File: src/sts_pkg.sv
// Shared constants and types for the status byte and command sequencer.
package sts_pkg;
   localparam int BIT_MEAS = 0;
   localparam int BIT_UNUSED = 1;
   localparam int BIT_ERR = 2;
   localparam int BIT_QUES = 3;
   localparam int BIT_MSG = 4;
   localparam int BIT_EVT = 5;
   localparam int BIT_RQS = 6;
   localparam int BIT_OPER = 7;
   localparam logic [7:0] SRE_RESET = 8'h00;
   localparam logic [7:0] TST_PASS = 8'h00;
   localparam logic [7:0] TST_FAIL = 8'h01;
   localparam logic [1:0] SRC_IMMEDIATE = 2'h0;
   localparam logic [1:0] SRC_BUS = 2'h1;
   localparam logic [15:0] COUNT_DEFAULT = 16'h0001;
   localparam logic [15:0] DELAY_DEFAULT = 16'h0000;
   localparam logic [15:0] READING_RESET = 16'h0000;

   typedef enum logic [3:0] {
      CMD_NONE = 4'h0,
      CMD_STB = 4'h1,
      CMD_TRG = 4'h2,
      CMD_TST = 4'h3,
      CMD_WAI = 4'h4,
      CMD_INIT = 4'h5,
      CMD_CONT_ON = 4'h6,
      CMD_CONT_OFF = 4'h7,
      CMD_ABORT = 4'h8,
      CMD_FETCH = 4'h9,
      CMD_CONF = 4'hA,
      CMD_READ = 4'hB,
      CMD_SRE = 4'hC
   } cmd_t;

   typedef enum logic [2:0] {
      ST_IDLE = 3'b000,
      ST_WAIT = 3'b001,
      ST_RD_ABORT = 3'b010,
      ST_RD_INIT = 3'b011,
      ST_RD_WAIT = 3'b100,
      ST_RD_FETCH = 3'b101
   } seq_state_t;

   // Summary inputs coming from the event registers and queues.
   typedef struct packed {
      logic oper_summary;
      logic event_summary;
      logic msg_avail;
      logic ques_summary;
      logic err_avail;
      logic meas_summary;
   } summary_t;

   // Trigger-layer programming, one entry per layer.
   typedef struct packed {
      logic [1:0] source;
      logic [15:0] count;
      logic [15:0] delay;
   } layer_cfg_t;

   // Setup effects of a configure command.
   typedef struct packed {
      logic [1:0] function_sel;
      logic math_en;
      logic buffer_en;
      logic scan_en;
      logic autozero_default;
      logic acq_normal;
   } setup_t;
endpackage : sts_pkg

File: src/status_byte_and_command_sequencer.sv
// Status byte builder and command sequencer for the instrument bus side.
`timescale 1ns/1ps
module status_byte_and_command_sequencer (
   input wire logic clock, // 50 MHz system clock
   input wire logic reset_n, // Asynchronous reset, active low
   input wire sts_pkg::cmd_t cmd, // Command code from the parser
   input wire logic cmd_valid, // Command offered
   output logic cmd_ready, // Ready to take a command, high in idle
   input wire logic [7:0] cmd_arg, // Argument (enable mask, function)
   input wire sts_pkg::summary_t summary, // Bits from event regs and queues
   input wire logic get_pulse, // Bus group execute trigger
   input wire logic [2:0] layer_src_bus, // Layer control source is bus
   input wire logic model_idle, // Trigger model in idle
   input wire logic pointer_settled, // Model pointer has settled
   input wire logic rom_sum_ok, // ROM checksum result
   input wire logic [15:0] latest_reading, // Latest post-processed reading
   input wire logic reading_new, // New reading available
   output logic [7:0] service_status_summary_byte, // Status byte
   output logic srq, // Service request, level
   output logic [7:0] reply_data, // Queued reply byte
   output logic [15:0] reply_reading, // Reading returned by fetch
   output logic reply_valid, // Reply to enqueue, pulse
   output logic [2:0] layer_trigger, // Bus trigger per layer, pulse
   output logic pretrigger, // Buffer pre-trigger, pulse
   output logic initiate_pulse, // Leave idle, pulse
   output logic abort_pulse, // Go idle or restart, pulse
   output logic continuous_r, // Continuous initiation enabled
   output logic error_pulse, // Init ignored error, pulse
   output sts_pkg::layer_cfg_t [2:0] layer_cfg_r, // Trigger layer setup
   output sts_pkg::setup_t setup_r // Function and option setup
);
   import sts_pkg::*;

   seq_state_t state_r;
   logic [7:0] sre_r;
   logic init_pend_r;
   logic trg_pend_r;
   logic [15:0] reading_r;
   logic overlapped_busy;
   logic take;
   logic [7:0] stb_low;
   logic bus_trig;
   logic ext_trig_s1_r;
   logic ext_trig_s2_r;
   logic ext_trig_d_r;

   assign stb_low = {1'b0, 1'b0, summary.event_summary, summary.msg_avail,
      summary.ques_summary, summary.err_avail, 1'b0,
      summary.meas_summary};

   // Status byte: bits mirror their sources, bit 1 is held at zero, bit 6 is computed here.
   always_comb begin
      service_status_summary_byte = stb_low;
      service_status_summary_byte[BIT_MEAS] = summary.meas_summary;
      service_status_summary_byte[BIT_UNUSED] = 1'b0;
      service_status_summary_byte[BIT_ERR] = summary.err_avail;
      service_status_summary_byte[BIT_QUES] = summary.ques_summary;
      service_status_summary_byte[BIT_MSG] = summary.msg_avail;
      service_status_summary_byte[BIT_EVT] = summary.event_summary;
      service_status_summary_byte[BIT_OPER] = summary.oper_summary;
      service_status_summary_byte[BIT_RQS] =
         |({summary.oper_summary, stb_low[6:0]} & {sre_r[7], sre_r[6:0]}
            & 8'hBF);
   end

   assign srq = service_status_summary_byte[BIT_RQS];

   // The trigger pin is asynchronous to this clock.
   always_ff @(posedge clock or negedge reset_n) begin
      if (!reset_n) begin
         ext_trig_s1_r <= 1'b0;
         ext_trig_s2_r <= 1'b0;
         ext_trig_d_r <= 1'b0;
      end else begin
         ext_trig_s1_r <= get_pulse;
         ext_trig_s2_r <= ext_trig_s1_r;
         ext_trig_d_r <= ext_trig_s2_r;
      end
   end

   assign take = cmd_valid && cmd_ready;
   assign bus_trig = (ext_trig_s2_r && !ext_trig_d_r) ||
      (take && cmd == CMD_TRG);
   // The initiate pulse is registered, so the pending flag lags it by one
   // cycle; counting the pulse closes that gap for wait and read.
   assign overlapped_busy = init_pend_r || trg_pend_r || initiate_pulse;
   assign cmd_ready = (state_r == ST_IDLE);

   // Mask register, cleared at power-up and written by enable command.
   always_ff @(posedge clock or negedge reset_n) begin
      if (!reset_n) begin
         sre_r <= SRE_RESET;
      end else if (take && cmd == CMD_SRE) begin
         sre_r <= cmd_arg & 8'hBD;
      end
   end

   // Pending overlapped operations.
   always_ff @(posedge clock or negedge reset_n) begin
      if (!reset_n) begin
         init_pend_r <= 1'b0;
         trg_pend_r <= 1'b0;
      end else begin
         if (initiate_pulse || (take && cmd == CMD_CONT_ON)) begin
            init_pend_r <= 1'b1;
         end else if (model_idle || abort_pulse) begin
            init_pend_r <= 1'b0;
         end
         if (bus_trig) begin
            trg_pend_r <= 1'b1;
         end else if (pointer_settled) begin
            trg_pend_r <= 1'b0;
         end
      end
   end

   // Sequencer for wait and read.
   always_ff @(posedge clock or negedge reset_n) begin
      if (!reset_n) begin
         state_r <= ST_IDLE;
      end else begin
         case (state_r)
            ST_IDLE: begin
               if (take && cmd == CMD_WAI) begin
                  state_r <= ST_WAIT;
               end else if (take && cmd == CMD_READ) begin
                  state_r <= ST_RD_ABORT;
               end
            end
            ST_WAIT: begin
               if (!overlapped_busy) begin
                  state_r <= ST_IDLE;
               end
            end
            ST_RD_ABORT: state_r <= ST_RD_INIT;
            ST_RD_INIT: state_r <= ST_RD_WAIT;
            ST_RD_WAIT: begin
               if (continuous_r || (!init_pend_r && !initiate_pulse)) begin
                  state_r <= ST_RD_FETCH;
               end
            end
            ST_RD_FETCH: state_r <= ST_IDLE;
            default: state_r <= ST_IDLE;
         endcase
      end
   end

   // Trigger model pulses.
   always_ff @(posedge clock or negedge reset_n) begin
      if (!reset_n) begin
         initiate_pulse <= 1'b0;
         abort_pulse <= 1'b0;
         error_pulse <= 1'b0;
         layer_trigger <= 3'h0;
         pretrigger <= 1'b0;
      end else begin
         abort_pulse <= (take && (cmd == CMD_ABORT || cmd == CMD_CONF)) ||
            state_r == ST_RD_ABORT;
         initiate_pulse <= ((take && (cmd == CMD_INIT ||
            cmd == CMD_CONT_ON)) || state_r == ST_RD_INIT) &&
            !continuous_r;
         error_pulse <= ((take && cmd == CMD_INIT) ||
            state_r == ST_RD_INIT) && continuous_r;
         layer_trigger <= bus_trig ? layer_src_bus : 3'h0;
         pretrigger <= bus_trig;
      end
   end

   // Continuous flag and configure setup.
   always_ff @(posedge clock or negedge reset_n) begin
      if (!reset_n) begin
         continuous_r <= 1'b0;
         layer_cfg_r <= '0;
         setup_r <= '0;
      end else if (take && cmd == CMD_CONT_ON) begin
         continuous_r <= 1'b1;
      end else if (take && cmd == CMD_CONT_OFF) begin
         continuous_r <= 1'b0;
      end else if (take && cmd == CMD_CONF) begin
         continuous_r <= 1'b0;
         for (int i = 0; i < 3; i++) begin
            layer_cfg_r[i].source <= SRC_IMMEDIATE;
            layer_cfg_r[i].count <= COUNT_DEFAULT;
            layer_cfg_r[i].delay <= DELAY_DEFAULT;
         end
         setup_r.function_sel <= cmd_arg[1:0];
         setup_r.math_en <= 1'b0;
         setup_r.buffer_en <= 1'b0;
         setup_r.scan_en <= 1'b0;
         setup_r.autozero_default <= 1'b1;
         setup_r.acq_normal <= 1'b1;
      end
   end

   // Last reading held so fetch can repeat it.
   always_ff @(posedge clock or negedge reset_n) begin
      if (!reset_n) begin
         reading_r <= READING_RESET;
      end else if (reading_new) begin
         reading_r <= latest_reading;
      end
   end

   // Replies to queries.
   always_ff @(posedge clock or negedge reset_n) begin
      if (!reset_n) begin
         reply_valid <= 1'b0;
         reply_data <= 8'h00;
         reply_reading <= 16'h0000;
      end else begin
         reply_valid <= 1'b0;
         if (take && cmd == CMD_STB) begin
            reply_valid <= 1'b1;
            reply_data <= service_status_summary_byte;
         end else if (take && cmd == CMD_TST) begin
            reply_valid <= 1'b1;
            reply_data <= rom_sum_ok ? TST_PASS : TST_FAIL;
         end else if ((take && cmd == CMD_FETCH) ||
            state_r == ST_RD_FETCH) begin
            reply_valid <= 1'b1;
            reply_reading <= reading_r;
         end
      end
   end

   chk_wait_holds: assert property (@(posedge clock) disable iff (!reset_n)
      (state_r == ST_WAIT && overlapped_busy) |-> !cmd_ready)
      else $error("command taken while overlapped work pending");
   chk_bit1_zero: assert property (@(posedge clock) disable iff (!reset_n)
      !service_status_summary_byte[BIT_UNUSED])
      else $error("status bit 1 set");
   chk_srq_mask: assert property (@(posedge clock) disable iff (!reset_n)
      srq == |(service_status_summary_byte & sre_r & 8'hBF))
      else $error("service request disagrees with mask");
   chk_read_order: assert property (@(posedge clock) disable iff (!reset_n)
      (state_r == ST_RD_ABORT) |=> (state_r == ST_RD_INIT) ##1
      (state_r == ST_RD_WAIT))
      else $error("read sequence out of order");
   chk_init_error: assert property (@(posedge clock) disable iff (!reset_n)
      (take && cmd == CMD_INIT && continuous_r) |=>
      (error_pulse && !initiate_pulse))
      else $error("initiate under continuous not refused");
   chk_conf_cont: assert property (@(posedge clock) disable iff (!reset_n)
      (take && cmd == CMD_CONF) |=> (!continuous_r && abort_pulse &&
      layer_cfg_r[0].count == COUNT_DEFAULT))
      else $error("configure did not apply defaults");
   chk_tst_code: assert property (@(posedge clock) disable iff (!reset_n)
      (take && cmd == CMD_TST && !rom_sum_ok) |=>
      (reply_valid && reply_data == TST_FAIL))
      else $error("self-test failure code wrong");
   chk_trg_layer: assert property (@(posedge clock) disable iff (!reset_n)
      (take && cmd == CMD_TRG) |=>
      (pretrigger && layer_trigger == $past(layer_src_bus)))
      else $error("bus trigger not routed");
   chk_mask_reset: assert property (@(posedge clock) disable iff (!reset_n)
      $rose(reset_n) |-> sre_r == SRE_RESET)
      else $error("enable mask not cleared");
   chk_wait_release: assert property (@(posedge clock) disable iff (!reset_n)
      (state_r == ST_WAIT && !overlapped_busy) |=> cmd_ready)
      else $error("wait not released after overlapped work");
   chk_read_waits: assert property (@(posedge clock) disable iff (!reset_n)
      (state_r == ST_RD_WAIT && !continuous_r &&
      (init_pend_r || initiate_pulse)) |=> (state_r == ST_RD_WAIT))
      else $error("read fetched before trigger model idle");
   chk_fetch_reply: assert property (@(posedge clock) disable iff (!reset_n)
      (take && cmd == CMD_FETCH) |=>
      (reply_valid && reply_reading == $past(reading_r)))
      else $error("fetch did not return held reading");
   chk_cont_start: assert property (@(posedge clock) disable iff (!reset_n)
      (take && cmd == CMD_CONT_ON && !continuous_r) |=> initiate_pulse)
      else $error("continuous on did not leave idle");
endmodule : status_byte_and_command_sequencer

File: config.mk
export PLATFORM = sky130hd
export DESIGN_NAME = status_byte_and_command_sequencer
export DESIGN_NICKNAME = d
export VERILOG_FILES = /design/src/sts_pkg.sv /design/src/status_byte_and_command_sequencer.sv
export SDC_FILE = /design/constraint.sdc
export NUM_CORES = 1
export LEC_CHECK = 0
export ABC_AREA = 0
export BUFFER_PORTS_ARGS = -buffer_cell sky130_fd_sc_hd__buf_4
export CAP_MARGIN = 25
export CORE_AREA = 2 2 89 91
export CTS_CLUSTER_DIAMETER = 60
export DETAILED_ROUTE_END_ITERATION = 12
export DIE_AREA = 0 0 91 93
export PLACE_DENSITY = 0.89
export SLEW_MARGIN = 20
export SYNTH_ARGS = -nofsm -noshare
export SYNTH_HDL_FRONTEND = slang
export SYNTH_SLANG_ARGS = --single-unit
File: constraint.sdc
create_clock -name clock -period 3.55 [get_ports clock]
set_input_delay 1.065 -clock clock [delete_from_list [all_inputs] [get_ports clock]]
set_output_delay 1.065 -clock clock [all_outputs]
set_load 0.01 [all_outputs]
======== Word level (Yosys, flattened, before mapping) ========
Index checks and enable logic that the tools add are counted.
cells by class
  add/subtract/negate cells ............... 0
  multiply operators ...................... 0
  divide/modulo/power cells ............... 0
  magnitude comparators ................... 0
  equal/unequal tests ..................... 20
  shift-type cells ........................ 0
  mux-type cells .......................... 19
  bitwise gates (word level) .............. 5
  reductions and logical operators ........ 43
operator list
  cell                  number
  $eq A4 B4 Y1 const B  5
  $logic_and A1 B1 Y1   18
  $eq A4 B3 Y1 const B  4
  $mux W8               2
  $mux W3               5
  $pmux W3 S5           1
  $logic_or A1 B1 Y1    12
  $mux W1               11
  $reduce_and A3 Y1     3
  $and A8 B8 Y8         1
  $eq A4 B2 Y1 const B  2
  $reduce_or A7 Y1      1
  $eq A3 B2 Y1 const B  2
  $eq A3 B3 Y1 const B  2
  $reduce_bool A2 Y1    3
  $eq A4 B1 Y1 const B  1
  $logic_not A1 Y1      4
  $ne A2 B2 Y1 const B  2
  $not A1 Y1            4
  $eq A3 B1 Y1 const B  1
  $logic_not A3 Y1      1
  $ne A3 B1 Y1 const B  1
  $reduce_bool A3 Y1    1
storage, ports and cells
  flip-flop bits (word level) ............. 66
  bits in latches ......................... 0
  RAM bits ................................ 0
  ROM bits ................................ 0
  input bits .............................. 45
  output and inout port bits .............. 152
  word-level logic and storage cells ...... 106
  memories ................................ 0

======== Logic depth before layout (Yosys ltp) ========
  depth in word-level cells ............... 7
  depth in mapped cells ................... 5
  mapped depth without buffers ............ 3

======== Worst setup path before layout ========
Ideal clock, no wire load.
  path kind ............................... input port to output port
  start ................................... input summary[3] (netlist bit)
  end ..................................... output service_status_summary_byte[6]
  data arrival time ....................... 1.612 ns
  required time ........................... 2.485 ns
  path slack .............................. 0.873 ns
  cell stages on the path ................. 3
  buffers on the path ..................... 1
  cell sequence ........................... a22oi_1 -> nand3_1 -> buf_4
between the ends
  longest elaborated chain between the ends .. 2
ends and longest elaborated chain
  what              line                                     text
  start, declared   status_byte_and_command_sequencer.sv:10  input wire sts_pkg::summary_t summary,
  $and A8 B8 Y8     status_byte_and_command_sequencer.sv:62  |({summary.oper_summary, stb_low[6:0]} & {sre_r[7], sre_r[6:0]}
  $reduce_or A7 Y1  status_byte_and_command_sequencer.sv:62
  end, declared     status_byte_and_command_sequencer.sv:18  output logic [7:0] service_status_summary_byte,
Every way passes these cells.

======== Worst setup path after layout ========
  start ................................... input summary[2] (netlist bit)
  end ..................................... output srq
between the ends
  longest elaborated chain between the ends .. 2
ends and longest elaborated chain
  what              line                                     text
  $and A8 B8 Y8     status_byte_and_command_sequencer.sv:62
  $reduce_or A7 Y1  status_byte_and_command_sequencer.sv:62
  end, declared     status_byte_and_command_sequencer.sv:19  output logic srq,
Every way passes these cells.

==> flow_summary.ini <==
[cts]
hold_buffers = 0
cts.clk_slew.worst_paths_ps = 70
htree_levels = 3
insertion_delay_ps = 320
ctsResizeCount = 0
ctsLongestPathBuffers = 2
cts_sinks = 65
postCtsSetupRepairBufs = 0
clk_root_buffer_cell = clkbuf_8
cts_tree = done
cts_buffers = 9

[sta]
holdWs_ps = 351.5
fin_crit_sh = 0.7923
maxClockFrequency_mhz = 355.5
relSlewSlack = 0.4619
finalHoldViolations = 0
tns_ps = 0
finalSetupViolations = 0
worst_slack_ps = 737.4
clock_skew_ps = 9.909
period_needed_ps = 2813
rsz0062_at_grt = false
tightest_slew_ps = 807.1
drv_slew = 0

[floorplan]
chipWidth_um = 91
pin_count = 197
die_h_um = 93
core-area_um2 = 7527
rows = 32
start_util = 0.4634
dieArea_um2 = 8463

[pwr]
p_total_mw = 2.655
ir_drop_v = 0.0003126
cellLeakagePower_nw = 2.072
power.density_nw_per_um2 = 665.0

[global_route]
gr-total-overflow = 0
grt_max_degree = 66
grt_usage = 0.1384
grt_pass1_vias = 1950
antenna_found_initial = 0
grt_pass1_wl_um = 9101

[worst_hold_path]
holdCritStartpoint = ext_trig_s1_r
min_to = ext_trig_s2_r
hold_path_depth = 0
hp-class = flip-flop to flip-flop

[drt]
wl_per_cell_um = 12.48
drcViolationCount = 0
dr.pass1.iters = 4
routed_via_density = 4.269
vias = 2079
ant_nets = 0
drtIter0Drc = 62
finalWirelength_um = 6077

[cells_and_area]
final_core_utilization = 0.5304
nFillCells = 661
antennaDiodeCount = 0
multi_input_area_um2 = 1319
final_common_cell = conb_1
syn2layout_area_growth_pct = 14.45
layout.nets = 426
mostFrequentLayoutCells = 104 x conb_1, 91 x buf_4, 65 x dfrtp_1
layout.cells.non_filler = 487
layout-drive-gt1-share = 0.4104
ff_latch_area_um2 = 1627
fin_area_um2 = 3993

[synthesis]
ys_seq_area_frac = 0.4663
postSynthCellCount = 298
synth_seq_cells = 65
synth_area_um2 = 3488
yosys_warnings = 0
ys_types = 31
avgSynthCellArea_um2 = 11.71

[placed_design]
numPortBuffers = 91
place_hpwl_um = 4626
placed_cells = 472
place_congestion = 0.7915
postPlaceCellArea_um2 = 3779
post-place-ws_ps = 719.6

[critical_path]
slowest_stage = a22oi_1
r2r_start = state_r[2]
r2r_setup_slack_ps = 1280
cpMostUsedCell = buf_4
start_kind = input port
r2r-end = reply_data[3]
path_class = input port to primary output
worstRegToRegCells = 3
cp.required_ps = 2480
path_cells = buf_4 -> a22oi_1 -> nand3_1 -> buf_4
cpPeakStageDelay_ps = 230
arrival_ps = 1750
endpoint_kind = primary output
path_max_fanout = 3

[run_status]
outcome = completed

[job]
max-cap-violations = 0
==> worst max-delay path by stage <==
stage	start	endpoint	slack, ps	depth (start not counted)
floorplan	summary[3]	service_status_summary_byte[6]	870	3
global placement	cmd[3]	reply_reading[8]	690	4
detailed placement	cmd_valid	reply_data[6]	720	4
CTS	summary[2]	srq	740	4
global route	summary[2]	srq	690	4
finish	summary[2]	srq	740	4
==> power by group <==
part | internal, mW | leakage (nW) | switching (mW) | total (mW)
Combinational | 0.492 | 1.15 | 0.384 | 0.876
Clock | 0.396 | 0.112 | 0.264 | 0.660
Sequential | 0.964 | 0.806 | 0.154 | 1.12
Total | 1.85 | 2.07 | 0.802 | 2.65
==> flip-flops by register name, indices dropped and copies added (netlist names), 3 cells and up <==
signal	cells
reading_r	16
setup_r	3
state_r	3
sre_r	6
layer_trigger	3
reply_data	7
reply_reading	16
==> cell usage after synthesis <==
master | number | area share
a2bb2oi_1 | 1 | 0.0025
dfrtp_1 | 65 | 0.47
a31oi_1 | 6 | 0.011
nor3b_1 | 1 | 0.0022
a21oi_1 | 3 | 0.0043
buf_1 | 1 | 0.0011
nor3_1 | 3 | 0.0043
conb_1 | 1 | 0.0011
a41oi_1 | 1 | 0.0025
a21boi_0 | 1 | 0.0022
o31ai_1 | 1 | 0.0022
nand4_1 | 1 | 0.0018
nand2b_1 | 2 | 0.0036
nor2_1 | 5 | 0.0054
a31oi_2 | 1 | 0.0036
o21bai_1 | 1 | 0.0022
o211ai_1 | 1 | 0.0022
nor2b_1 | 14 | 0.025
clkbuf_1 | 2 | 0.0022
mux2_2 | 48 | 0.15
buf_2 | 2 | 0.0029
o21ai_0 | 2 | 0.0029
a22oi_1 | 3 | 0.0065
buf_4 | 115 | 0.25
nand2_1 | 3 | 0.0032
nand3b_1 | 1 | 0.0022
inv_1 | 3 | 0.0032
nor4b_4 | 2 | 0.014
buf_6 | 3 | 0.0097
and3b_1 | 1 | 0.0025
nand3_1 | 4 | 0.0057
==> layout make-up <==
| cell class | instances | area share |
|---|---|---|
| Clock buffer | 13 | 0.04481 |
| Clock inverter | 2 | 0.008775 |
| Inverter | 3 | 0.002820 |
| Multi-Input combinational cell | 210 | 0.3303 |
| Sequential cell | 65 | 0.4074 |
| Tap cell | 102 | 0.03196 |
| Timing Repair Buffer | 92 | 0.1739 |
==> critical path, delay by kind of cell <==
family | cells | cell delay, ps
simple gates | 1 | 150
compound gates | 1 | 230
buf+inv | 2 | 310
==> logic make-up after synthesis <==
family	synth area share
AOI/OAI and AO/OA	0.04161
buffers and inverters	0.2665
DFF	0.4663
muxes	0.1550
other	0.001075
and+or+nand+nor	0.06959
==> per-layer routing <==
layer | vias up | global-route usage | routed length [um]
met5 | - | 0 | 0
met4 | 0 | 0.05177 | 74
met3 | 8 | 0.04432 | 548
met2 | 114 | 0.2358 | 3132
met1 | 1016 | 0.1643 | 2321
li1 | 941 | - | -
No activity file was read; power rests on OpenSTA's default activity.
